==> src/core/sccg_pkg.sv <==
// Shared constants and types of the synchronism-check close gate.
// Assumes a 100 MHz system clock and a 32-bit classic Wishbone slave.
package sccg_pkg;
	localparam int CLK_PERIOD_NS = 10;
	localparam int TICK_NS = 1000000;
	localparam int TICK_CYCLES = TICK_NS / CLK_PERIOD_NS;
	localparam int FAIL_PULSE_MS = 200;
	// Stage timers count 1 ms ticks
	localparam logic [19:0] FAIL_TICKS = 20'(FAIL_PULSE_MS * 1000000 / TICK_NS);

	localparam logic [7:0] OFS_CTRL = 8'h00;
	localparam logic [7:0] OFS_ULIM = 8'h04;
	localparam logic [7:0] OFS_DLIM = 8'h08;
	localparam logic [7:0] OFS_FLIM = 8'h0C;
	localparam logic [7:0] OFS_TMO = 8'h10;
	localparam logic [7:0] OFS_CMD = 8'h14;
	localparam logic [7:0] OFS_STAT = 8'h18;

	localparam int CTRL_MODE_LSB = 0;
	localparam int CTRL_PAT_LSB = 2;
	localparam int CTRL_BYP_BIT = 5;
	localparam int CTRL_EN2_BIT = 6;
	localparam int CTRL_PAIR_LSB = 7;
	localparam int HI_LSB = 16;
	localparam int STAT_REQ = 0;
	localparam int STAT_OK = 1;
	localparam int STAT_FAIL = 2;
	localparam int STAT_CLS = 3;
	localparam int STAT_FLS = 4;
	localparam int STAT_STRIDE = 8;
	localparam int PAT_DD = 0;
	localparam int PAT_DL = 1;
	localparam int PAT_LD = 2;

	localparam logic [31:0] CTRL_MASK = 32'h0000_01FF;
	localparam logic [31:0] ULIM_MASK = 32'hFFFF_FFFF;
	localparam logic [31:0] DLIM_MASK = 32'hFFFF_FFFF;
	localparam logic [31:0] FLIM_MASK = 32'h03FF_FFFF;
	localparam logic [31:0] TMO_MASK = 32'h000F_FFFF;

	localparam logic [31:0] CTRL_RST = 32'h0000_0000;
	localparam logic [31:0] ULIM_RST = 32'h00F0_0010;
	localparam logic [31:0] DLIM_RST = 32'h0200_0020;
	localparam logic [31:0] FLIM_RST = 32'h0064_0010;
	localparam logic [31:0] TMO_RST = 32'h0000_2710;

	typedef enum logic [1:0] {
		SCCG_MODE_OFF = 2'b00,
		SCCG_MODE_ASYNC = 2'b01,
		SCCG_MODE_SYNC = 2'b10
	} sccg_mode_type;

	typedef struct packed {
		logic [1:0] mode;
		logic [2:0] pattern;
		logic [15:0] dead;
		logic [15:0] live;
		logic [15:0] du_lim;
		logic [15:0] phi_lim;
		logic [15:0] df_lim;
		logic [9:0] cbt_ms;
		logic [19:0] tmo_ms;
	} sccg_cfg_type;
endpackage

==> src/core/sccg_stage_if.sv <==
// Carrier between the register front end and one check stage.
// Assumes both ends run on the system clock.
`timescale 1ns/1ns
interface sccg_stage_if;
	logic ce;
	logic tick;
	logic start;
	logic en;
	logic bypass;
	logic [15:0] ref_u;
	logic [15:0] cmp_u;
	logic [15:0] df;
	logic [15:0] dphi;
	logic [15:0] slip;
	sccg_pkg::sccg_cfg_type cfg;
	logic req;
	logic ok;
	logic fail;
	logic close;
	modport ctl(output ce, tick, start, en, bypass, ref_u, cmp_u, df, dphi, slip, cfg,
		input req, ok, fail, close);
	modport stg(input ce, tick, start, en, bypass, ref_u, cmp_u, df, dphi, slip, cfg,
		output req, ok, fail, close);
endinterface

==> src/core/sccg_top.sv <==
// Register front end and two synchronism-check stages.
// Assumes a classic Wishbone master and measurements from logic on this clock.
`timescale 1ns/1ns
// Overview of operation
// - Below dead limit a side is dead.
// - Above live limit a side is live.
// - Voltage and frequency-phase criteria, alone or together.
// - Voltage criterion follows selected dead/live pattern.
// - Phase criterion needs both live, differences within.
// - Sync mode closes early by breaker time.
// - Async mode closes once phase within limit.
// - Close command starts a stage request.
// - Request holds until synchronism or timeout.
// - Timeout gives a fixed 200 ms fail.
// - Synchronism gives an internal close command.
// - OK follows synchronism, request or not.
// - Bypass declares synchronism at all times on an enabled stage.
// - Request, OK and fail are outputs.
// - Two stages; second needs extra voltages.
// - Mode is off, async or sync.
// - Pattern letters: reference first, then comparison.
// - Stage one fixed pair; stage two selectable.
module sccg_top #(
	parameter int P_TICK_CYCLES = sccg_pkg::TICK_CYCLES
) (
	// Clock, reset, enable
	input wire logic i_sys_clk,
	input wire logic i_rst_n,
	input wire logic i_ce,
	// Wishbone slave
	input wire logic i_wb_cyc,
	input wire logic i_wb_stb,
	input wire logic i_wb_we,
	input wire logic [7:0] i_wb_adr,
	input wire logic [3:0] i_wb_sel,
	input wire logic [31:0] i_wb_dat,
	output logic [31:0] o_wb_dat,
	output logic o_wb_ack,
	// Measurements
	input wire logic [15:0] i_u_ref,
	input wire logic [15:0] i_aux_line_line_input_y,
	input wire logic [15:0] i_aux_line_line_input_z,
	input wire logic [1:0][15:0] i_freq_diff,
	input wire logic [1:0][15:0] i_phase_diff,
	input wire logic [1:0][15:0] i_slip_rate,
	// Bypass pins
	input wire logic [1:0] i_bypass,
	// Stage outputs
	output logic [1:0] o_sync_req,
	output logic [1:0] o_sync_ok,
	output logic [1:0] o_sync_fail
);
	localparam int PW = $clog2(P_TICK_CYCLES + 1);

	typedef struct packed {
		logic [31:0] ctrl;
		logic [31:0] ulim;
		logic [31:0] dlim;
		logic [31:0] flim;
		logic [31:0] tmo;
		logic [1:0] cls_seen;
		logic [1:0] fls_seen;
		logic [1:0] start;
		logic ack;
		logic [31:0] dat;
		logic [PW-1:0] pre;
		logic tick;
		logic [1:0] byp_s1;
		logic [1:0] byp_s2;
	} sccg_top_state_type;

	sccg_top_state_type state_reg, state_next;
	sccg_pkg::sccg_cfg_type cfg;
	logic [1:0] stg_req, stg_ok, stg_fail, stg_close;
	logic [1:0][15:0] ref_sel, cmp_sel;
	logic acc;
	logic [31:0] stat_word;

	function automatic logic [31:0] wmerge(input logic [31:0] old, input logic [31:0] d,
		input logic [3:0] sel, input logic [31:0] m);
		logic [31:0] v;
		v = old;
		for (int b = 0; b < 4; b++) begin
			if (sel[b]) begin
				v[8*b +: 8] = d[8*b +: 8];
			end
		end
		return v & m;
	endfunction

	always_comb begin
		cfg.mode = state_reg.ctrl[sccg_pkg::CTRL_MODE_LSB +: 2];
		cfg.pattern = state_reg.ctrl[sccg_pkg::CTRL_PAT_LSB +: 3];
		cfg.dead = state_reg.ulim[15:0];
		cfg.live = state_reg.ulim[sccg_pkg::HI_LSB +: 16];
		cfg.du_lim = state_reg.dlim[15:0];
		cfg.phi_lim = state_reg.dlim[sccg_pkg::HI_LSB +: 16];
		cfg.df_lim = state_reg.flim[15:0];
		cfg.cbt_ms = state_reg.flim[sccg_pkg::HI_LSB +: 10];
		cfg.tmo_ms = state_reg.tmo[19:0];
	end

	// Stage one is wired to a fixed pair, stage two takes the pair setting
	always_comb begin
		ref_sel[0] = i_u_ref;
		cmp_sel[0] = i_aux_line_line_input_y;
		case (state_reg.ctrl[sccg_pkg::CTRL_PAIR_LSB +: 2])
			2'h1: begin
				ref_sel[1] = i_u_ref;
				cmp_sel[1] = i_aux_line_line_input_z;
			end
			2'h2: begin
				ref_sel[1] = i_aux_line_line_input_y;
				cmp_sel[1] = i_aux_line_line_input_z;
			end
			default: begin
				ref_sel[1] = i_u_ref;
				cmp_sel[1] = i_aux_line_line_input_y;
			end
		endcase
	end

	always_comb begin
		stat_word = '0;
		for (int i = 0; i < 2; i++) begin
			stat_word[sccg_pkg::STAT_STRIDE*i + sccg_pkg::STAT_REQ] = stg_req[i];
			stat_word[sccg_pkg::STAT_STRIDE*i + sccg_pkg::STAT_OK] = stg_ok[i];
			stat_word[sccg_pkg::STAT_STRIDE*i + sccg_pkg::STAT_FAIL] = stg_fail[i];
			stat_word[sccg_pkg::STAT_STRIDE*i + sccg_pkg::STAT_CLS] = state_reg.cls_seen[i];
			stat_word[sccg_pkg::STAT_STRIDE*i + sccg_pkg::STAT_FLS] = state_reg.fls_seen[i];
		end
	end

	assign acc = i_wb_cyc && i_wb_stb && !state_reg.ack;

	always_comb begin
		state_next = state_reg;
		state_next.ack = acc;
		state_next.start = 2'h0;
		state_next.byp_s1 = i_bypass;
		state_next.byp_s2 = state_reg.byp_s1;
		// Free-running millisecond tick shared by both stage timers
		if (state_reg.pre == PW'(P_TICK_CYCLES - 1)) begin
			state_next.pre = '0;
			state_next.tick = 1'b1;
		end else begin
			state_next.pre = state_reg.pre + PW'(1);
			state_next.tick = 1'b0;
		end
		if (acc && i_wb_we) begin
			case (i_wb_adr)
				sccg_pkg::OFS_CTRL: state_next.ctrl = wmerge(state_reg.ctrl, i_wb_dat, i_wb_sel, sccg_pkg::CTRL_MASK);
				sccg_pkg::OFS_ULIM: state_next.ulim = wmerge(state_reg.ulim, i_wb_dat, i_wb_sel, sccg_pkg::ULIM_MASK);
				sccg_pkg::OFS_DLIM: state_next.dlim = wmerge(state_reg.dlim, i_wb_dat, i_wb_sel, sccg_pkg::DLIM_MASK);
				sccg_pkg::OFS_FLIM: state_next.flim = wmerge(state_reg.flim, i_wb_dat, i_wb_sel, sccg_pkg::FLIM_MASK);
				sccg_pkg::OFS_TMO: state_next.tmo = wmerge(state_reg.tmo, i_wb_dat, i_wb_sel, sccg_pkg::TMO_MASK);
				sccg_pkg::OFS_CMD: begin
					if (i_wb_sel[0]) begin
						state_next.start = i_wb_dat[1:0];
					end
				end
				sccg_pkg::OFS_STAT: begin
					for (int i = 0; i < 2; i++) begin
						if (i_wb_sel[i] && i_wb_dat[sccg_pkg::STAT_STRIDE*i + sccg_pkg::STAT_CLS]) begin
							state_next.cls_seen[i] = 1'b0;
						end
						if (i_wb_sel[i] && i_wb_dat[sccg_pkg::STAT_STRIDE*i + sccg_pkg::STAT_FLS]) begin
							state_next.fls_seen[i] = 1'b0;
						end
					end
				end
				default: begin
				end
			endcase
		end
		// A stage event in the clearing cycle still sets its flag
		state_next.cls_seen = state_next.cls_seen | stg_close;
		state_next.fls_seen = state_next.fls_seen | (stg_fail & ~stg_req);
		if (acc && !i_wb_we) begin
			case (i_wb_adr)
				sccg_pkg::OFS_CTRL: state_next.dat = state_reg.ctrl;
				sccg_pkg::OFS_ULIM: state_next.dat = state_reg.ulim;
				sccg_pkg::OFS_DLIM: state_next.dat = state_reg.dlim;
				sccg_pkg::OFS_FLIM: state_next.dat = state_reg.flim;
				sccg_pkg::OFS_TMO: state_next.dat = state_reg.tmo;
				sccg_pkg::OFS_STAT: state_next.dat = stat_word;
				default: state_next.dat = '0;
			endcase
		end
	end

	always_ff @(posedge i_sys_clk or negedge i_rst_n) begin
		if (!i_rst_n) begin
			state_reg <= '0;
			state_reg.ctrl <= sccg_pkg::CTRL_RST;
			state_reg.ulim <= sccg_pkg::ULIM_RST;
			state_reg.dlim <= sccg_pkg::DLIM_RST;
			state_reg.flim <= sccg_pkg::FLIM_RST;
			state_reg.tmo <= sccg_pkg::TMO_RST;
		end else if (i_ce) begin
			state_reg <= state_next;
		end
	end

	for (genvar g = 0; g < 2; g++) begin : g_stage
		sccg_stage_if sif();
		assign sif.ce = i_ce;
		assign sif.tick = state_reg.tick;
		assign sif.start = state_reg.start[g];
		// Stage two only starts a request or declares synchronism while the stage two enable bit of the control register is set
		assign sif.en = (g == 0) ? 1'b1 : state_reg.ctrl[sccg_pkg::CTRL_EN2_BIT];
		assign sif.bypass = state_reg.byp_s2[g] || state_reg.ctrl[sccg_pkg::CTRL_BYP_BIT];
		assign sif.ref_u = ref_sel[g];
		assign sif.cmp_u = cmp_sel[g];
		assign sif.df = i_freq_diff[g];
		assign sif.dphi = i_phase_diff[g];
		assign sif.slip = i_slip_rate[g];
		assign sif.cfg = cfg;
		assign stg_req[g] = sif.req;
		assign stg_ok[g] = sif.ok;
		assign stg_fail[g] = sif.fail;
		assign stg_close[g] = sif.close;
		sccg_stage u_stage (
			.i_sys_clk(i_sys_clk),
			.i_rst_n(i_rst_n),
			.s(sif)
		);
	end

	assign o_wb_dat = state_reg.dat;
	assign o_wb_ack = state_reg.ack;
	assign o_sync_req = stg_req;
	assign o_sync_ok = stg_ok;
	assign o_sync_fail = stg_fail;
endmodule

==> src/core/sccg_stage.sv <==
// One synchronism-check stage: criteria, request timer and fail pulse.
// Assumes a 1 ms tick pulse and settings on the system clock.
`timescale 1ns/1ns
module sccg_stage (
	// Clock and reset
	input wire logic i_sys_clk,
	input wire logic i_rst_n,
	// Stage carrier
	sccg_stage_if.stg s
);
	typedef enum logic [1:0] {
		ST_IDLE = 2'b00,
		ST_REQ = 2'b01,
		ST_FAIL = 2'b10
	} sccg_st_type;

	typedef struct packed {
		sccg_st_type st;
		logic [19:0] cnt;
		logic req;
		logic ok;
		logic fail;
		logic close;
	} sccg_stg_state_type;

	sccg_stg_state_type state_reg, state_next;
	logic ref_dead, ref_live, cmp_dead, cmp_live;
	logic volt_ok, freq_ok, ang_ok, sync_ok;
	logic [15:0] du;
	logic [25:0] adv;

	always_comb begin
		ref_dead = s.ref_u < s.cfg.dead;
		cmp_dead = s.cmp_u < s.cfg.dead;
		ref_live = s.ref_u > s.cfg.live;
		cmp_live = s.cmp_u > s.cfg.live;
		// First letter is the reference side, second the compared side
		volt_ok = (s.cfg.pattern[sccg_pkg::PAT_DD] && ref_dead && cmp_dead)
			|| (s.cfg.pattern[sccg_pkg::PAT_DL] && ref_dead && cmp_live)
			|| (s.cfg.pattern[sccg_pkg::PAT_LD] && ref_live && cmp_dead);
		du = (s.ref_u > s.cmp_u) ? s.ref_u - s.cmp_u : s.cmp_u - s.ref_u;
		// Phase advance over the breaker closing time
		adv = 26'(s.slip) * 26'(s.cfg.cbt_ms);
		if (s.cfg.mode == sccg_pkg::SCCG_MODE_SYNC) begin
			ang_ok = ({10'h000, s.dphi} <= adv) && (s.dphi <= s.cfg.phi_lim);
		end else begin
			ang_ok = s.dphi <= s.cfg.phi_lim;
		end
		freq_ok = ((s.cfg.mode == sccg_pkg::SCCG_MODE_ASYNC) || (s.cfg.mode == sccg_pkg::SCCG_MODE_SYNC))
			&& ref_live && cmp_live && (du <= s.cfg.du_lim) && (s.df <= s.cfg.df_lim) && ang_ok;
		// Either enabled criterion is enough on its own
		sync_ok = s.en && (s.bypass || volt_ok || freq_ok);
	end

	always_comb begin
		state_next = state_reg;
		state_next.close = 1'b0;
		state_next.ok = sync_ok;
		case (state_reg.st)
			ST_IDLE: begin
				if (s.start && s.en) begin
					state_next.st = ST_REQ;
					state_next.req = 1'b1;
					state_next.cnt = '0;
				end
			end
			ST_REQ: begin
				// Repeated starts are not looked at here, so the timer runs on
				if (sync_ok) begin
					state_next.st = ST_IDLE;
					state_next.req = 1'b0;
					state_next.close = 1'b1;
				end else if (s.tick) begin
					if (state_reg.cnt >= s.cfg.tmo_ms) begin
						state_next.st = ST_FAIL;
						state_next.req = 1'b0;
						state_next.fail = 1'b1;
						state_next.cnt = '0;
					end else begin
						state_next.cnt = state_reg.cnt + 20'h00001;
					end
				end
			end
			ST_FAIL: begin
				if (s.tick) begin
					if (state_reg.cnt == sccg_pkg::FAIL_TICKS - 20'h00001) begin
						state_next.st = ST_IDLE;
						state_next.fail = 1'b0;
					end else begin
						state_next.cnt = state_reg.cnt + 20'h00001;
					end
				end
			end
			default: begin
				state_next = '0;
			end
		endcase
	end

	always_ff @(posedge i_sys_clk or negedge i_rst_n) begin
		if (!i_rst_n) begin
			state_reg <= '0;
		end else if (s.ce) begin
			state_reg <= state_next;
		end
	end

	assign s.req = state_reg.req;
	assign s.ok = state_reg.ok;
	assign s.fail = state_reg.fail;
	assign s.close = state_reg.close;
endmodule

==> config.mk <==
export PLATFORM = sky130hd
export DESIGN_NAME = sccg_top
export DESIGN_NICKNAME = d
export VERILOG_FILES = /design/src/core/sccg_pkg.sv /design/src/core/sccg_stage_if.sv /design/src/core/sccg_top.sv /design/src/core/sccg_stage.sv
export SDC_FILE = /design/constraint.sdc
export NUM_CORES = 2
export LEC_CHECK = 0
export BUFFER_PORTS_ARGS = -buffer_cell sky130_fd_sc_hd__buf_2
export CAP_MARGIN = 40
export CELL_PAD_IN_SITES_DETAIL_PLACEMENT = 0
export CELL_PAD_IN_SITES_GLOBAL_PLACEMENT = 2
export CORE_MARGIN = 4
export CORE_UTILIZATION = 42
export DETAILED_ROUTE_END_ITERATION = 6
export GPL_ROUTABILITY_DRIVEN = 1
export PLACE_DENSITY = 0.93
export SYNTH_ARGS = -nofsm -noshare
export SYNTH_HDL_FRONTEND = slang
export SYNTH_SLANG_ARGS = --single-unit
==> constraint.sdc <==
create_clock -name i_sys_clk -period 12.15 [get_ports i_sys_clk]
set_input_delay 1.8225 -clock i_sys_clk [delete_from_list [all_inputs] [get_ports i_sys_clk]]
set_output_delay 1.8225 -clock i_sys_clk [all_outputs]
set_load 0.01 [all_outputs]
==> flow_summary.json <==
{
  "drive_above_1_share": 0.112,
  "hold_viol": 0,
  "grtUsageTotal": 0.257,
  "syn_area_per_cell_um2": 8.53,
  "clkSlewWorstSetupHoldPaths_ps": 60,
  "hold_class": "flop to flop",
  "critical_path_class": "primary input to flop",
  "syn_inst": 3706,
  "setup_slack_ps": 2290,
  "rrSetupSlack_ps": 2820,
  "portBuffers": 234,
  "cp.depth": 33,
  "rsz0062_at_grt": "false",
  "yosysMostFrequentCell": "ha_1",
  "fin_cells": 4814,
  "cp.arrival_ps": 10290,
  "synth.top_cells.by_area": "ha_1, dfrtp_1, fa_1",
  "ant_nets": 0,
  "setup.worst_path.end": "g_stage[0].u_stage.state_reg[10]",
  "gr-total-overflow": 0,
  "nFillCells": 7419,
  "vias": 27000,
  "p_leak_uw": 0.0177,
  "crit_path_start_kind": "primary input",
  "rr_endpoint": "g_stage[0].u_stage.state_reg[10]",
  "cts_resized": 0,
  "hold_buffers": 0,
  "initial_utilization": 0.424,
  "first_pass_iters": 7,
  "power_density_nw_per_um2": 66.7,
  "ir_drop_uv": 72.6,
  "nets": 4723,
  "largest_reg_flops": 115,
  "clk-insertion-delay-late_ps": 550,
  "grt_pass1_vias": 27400,
  "die_y_um": 282,
  "cp_num_buf_inv": 5,
  "grt_first_pass_wirelength_um": 160000,
  "cap_violations": 0,
  "drt-vias-per-instance": 5.60,
  "yosysSeqAreaShare": 0.184,
  "wl_um": 102000,
  "post_cts_buffers": 0,
  "startpoint": "i_slip_rate[3]",
  "clock_path_buffers": 3,
  "status": "complete, no violations",
  "drc_errors": 0,
  "fp.dieArea_um2": 79700,
  "wl_per_cell_um": 21.2,
  "htreeDepth": 1,
  "finalMaxSlewViolations": 0,
  "crit_path_end_kind": "flop",
  "cts_made_buffers": 26,
  "async_flop_share": 1.00,
  "grt_max_degree": 93,
  "fin_crit_sh": 0.812,
  "yosys-top-cells-count": "ha_1, nand2_1, inv_1, o21ai_0, fa_1",
  "synth_area_um2": 31600,
  "core_um2": 74600,
  "dp_hpwl_um": 83800,
  "dp_cells": 4763,
  "ys_types": 89,
  "fin_skew_ps": 27.4,
  "cpMostUsedCell": "a21o_1",
  "timing.rr.start": "cfg[22]",
  "cp.required_ps": 12580,
  "synth.top_cell.area_share": 0.190,
  "cp_slowest_cell": "nor4b_2",
  "ys_seq_elements": 232,
  "synth_edf_count": 0,
  "r2r.worst_path.cells": 33,
  "max_slew_margin": 0.394,
  "gp_congestion": 0.912,
  "synth_nets": 4607,
  "pre_cts_slack_ps": 1820,
  "antenna_found_initial": 11,
  "tightest_slew_ps": 906,
  "ios": 235,
  "cp_max_fo": 22,
  "cts_root_buffer": "clkbuf_16",
  "post-route-util": 0.461,
  "cts.sinks": 232,
  "core.rowCount": 100,
  "path_delay_family": "adder cells",
  "finalCriticalPeriod_ps": 9860,
  "yosys_most_used_dff": "dfrtp_1",
  "slowest_delay_ps": 610,
  "yosys_warnings": 0,
  "fin_tns_setup_ps": 0,
  "area_growth_pct": 8.70,
  "cts_tree": "built",
  "max_freq_mhz": 101,
  "die_w_um": 282,
  "drtIter0Drc": 2109,
  "yosys.area.top_type": "ha_1",
  "setup_viol_count_final": 0
}
## worst min-delay path, cell delays in order (launching register included)
cell	delay, ps
dfrtp_1	340
nand2_1	50
o31ai_1	50
## cell families after synthesis
group | Yosys count | share of synthesized area
compound gates | 852 | 0.174
fa+ha+maj | 705 | 0.332
flops | 232 | 0.184
xor+xnor | 77 | 0.0213
simple gates | 1127 | 0.175
mux | 98 | 0.0344
buf+inv | 615 | 0.0791
## per-layer routing
layer	global-route usage	wire, µm	up-vias
li1	-	-	13000
met1	0.355	45600	13000
met2	0.429	47100	832
met3	0.0374	6860	131
met4	0.0602	2630	8
met5	0	47	-
## power breakdown
part	internal [µW]	switching [µW]	leakage, µW
registers	806	41.3	0.00275
clock network	461	328	0.000425
logic	237	417	0.0145
## worst min-delay path by stage
stage,startpoint,end,slack (ps),depth (start not counted)
floorplan,state_reg[9],state_reg[9],450,1
global placement,o_wb_dat[20],o_wb_dat[20],450,2
detailed placement,o_wb_dat[22],o_wb_dat[22],460,2
CTS,o_wb_dat[22],o_wb_dat[22],480,2
global route,o_wb_dat[22],o_wb_dat[22],500,2
finish,o_wb_dat[22],o_wb_dat[22],470,2
## stage by stage
step | instance area (µm²) | total power (µW) | hold slack [ps]
floorplan | 31600 | 1280 | 446
finish | 34400 | 2290 | 472
global route | 34400 | 2410 | 499
detailed placement | 33500 | 1510 | 464
CTS | 34400 | 2300 | 478
global placement | 33300 | 1500 | 454
## cell type report
type | count | area, µm² | area share
multi-input combinational | 2859 | 23300 | 0.678
sequential | 232 | 5830 | 0.170
inverter | 428 | 1610 | 0.0467
timing repair buffer | 275 | 1550 | 0.0451
tap | 969 | 1210 | 0.0353
clock buffer | 42 | 822 | 0.0239
clock inverter | 5 | 32.5 | 0.000947
antenna | 4 | 10.0 | 0.000291
## layout by cell type (no fill, tap or decap), drive strengths merged, types with 11 or more instances in the layout
cell type  Yosys  final
a221oi        12     12
a22oi         33     33
inv          428    428
fa           224    224
mux2i         39     39
a211oi        27     27
o21ai        257    257
buf           66    275
and3          29     29
or3           11     11
o21a          40     40
clkbuf       121     42
and4          15     15
nand3         82     82
nor2         156    156
mux2          56     56
ha           481    481
a21o          83     83
nand4         64     64
a21oi        180    180
nor2b         38     38
dfrtp        216    216
dfstp         16     16
nand2b        28     28
o21bai        11     11
a2111oi       13     13
xor2          31     31
a31oi         25     25
and2         171    171
nor3          39     39
o31ai         52     52
nand2        440    440
o211ai        29     29
nor4          20     20
xnor2         46     46
Note: power is estimated with default switching activity, not from simulation.
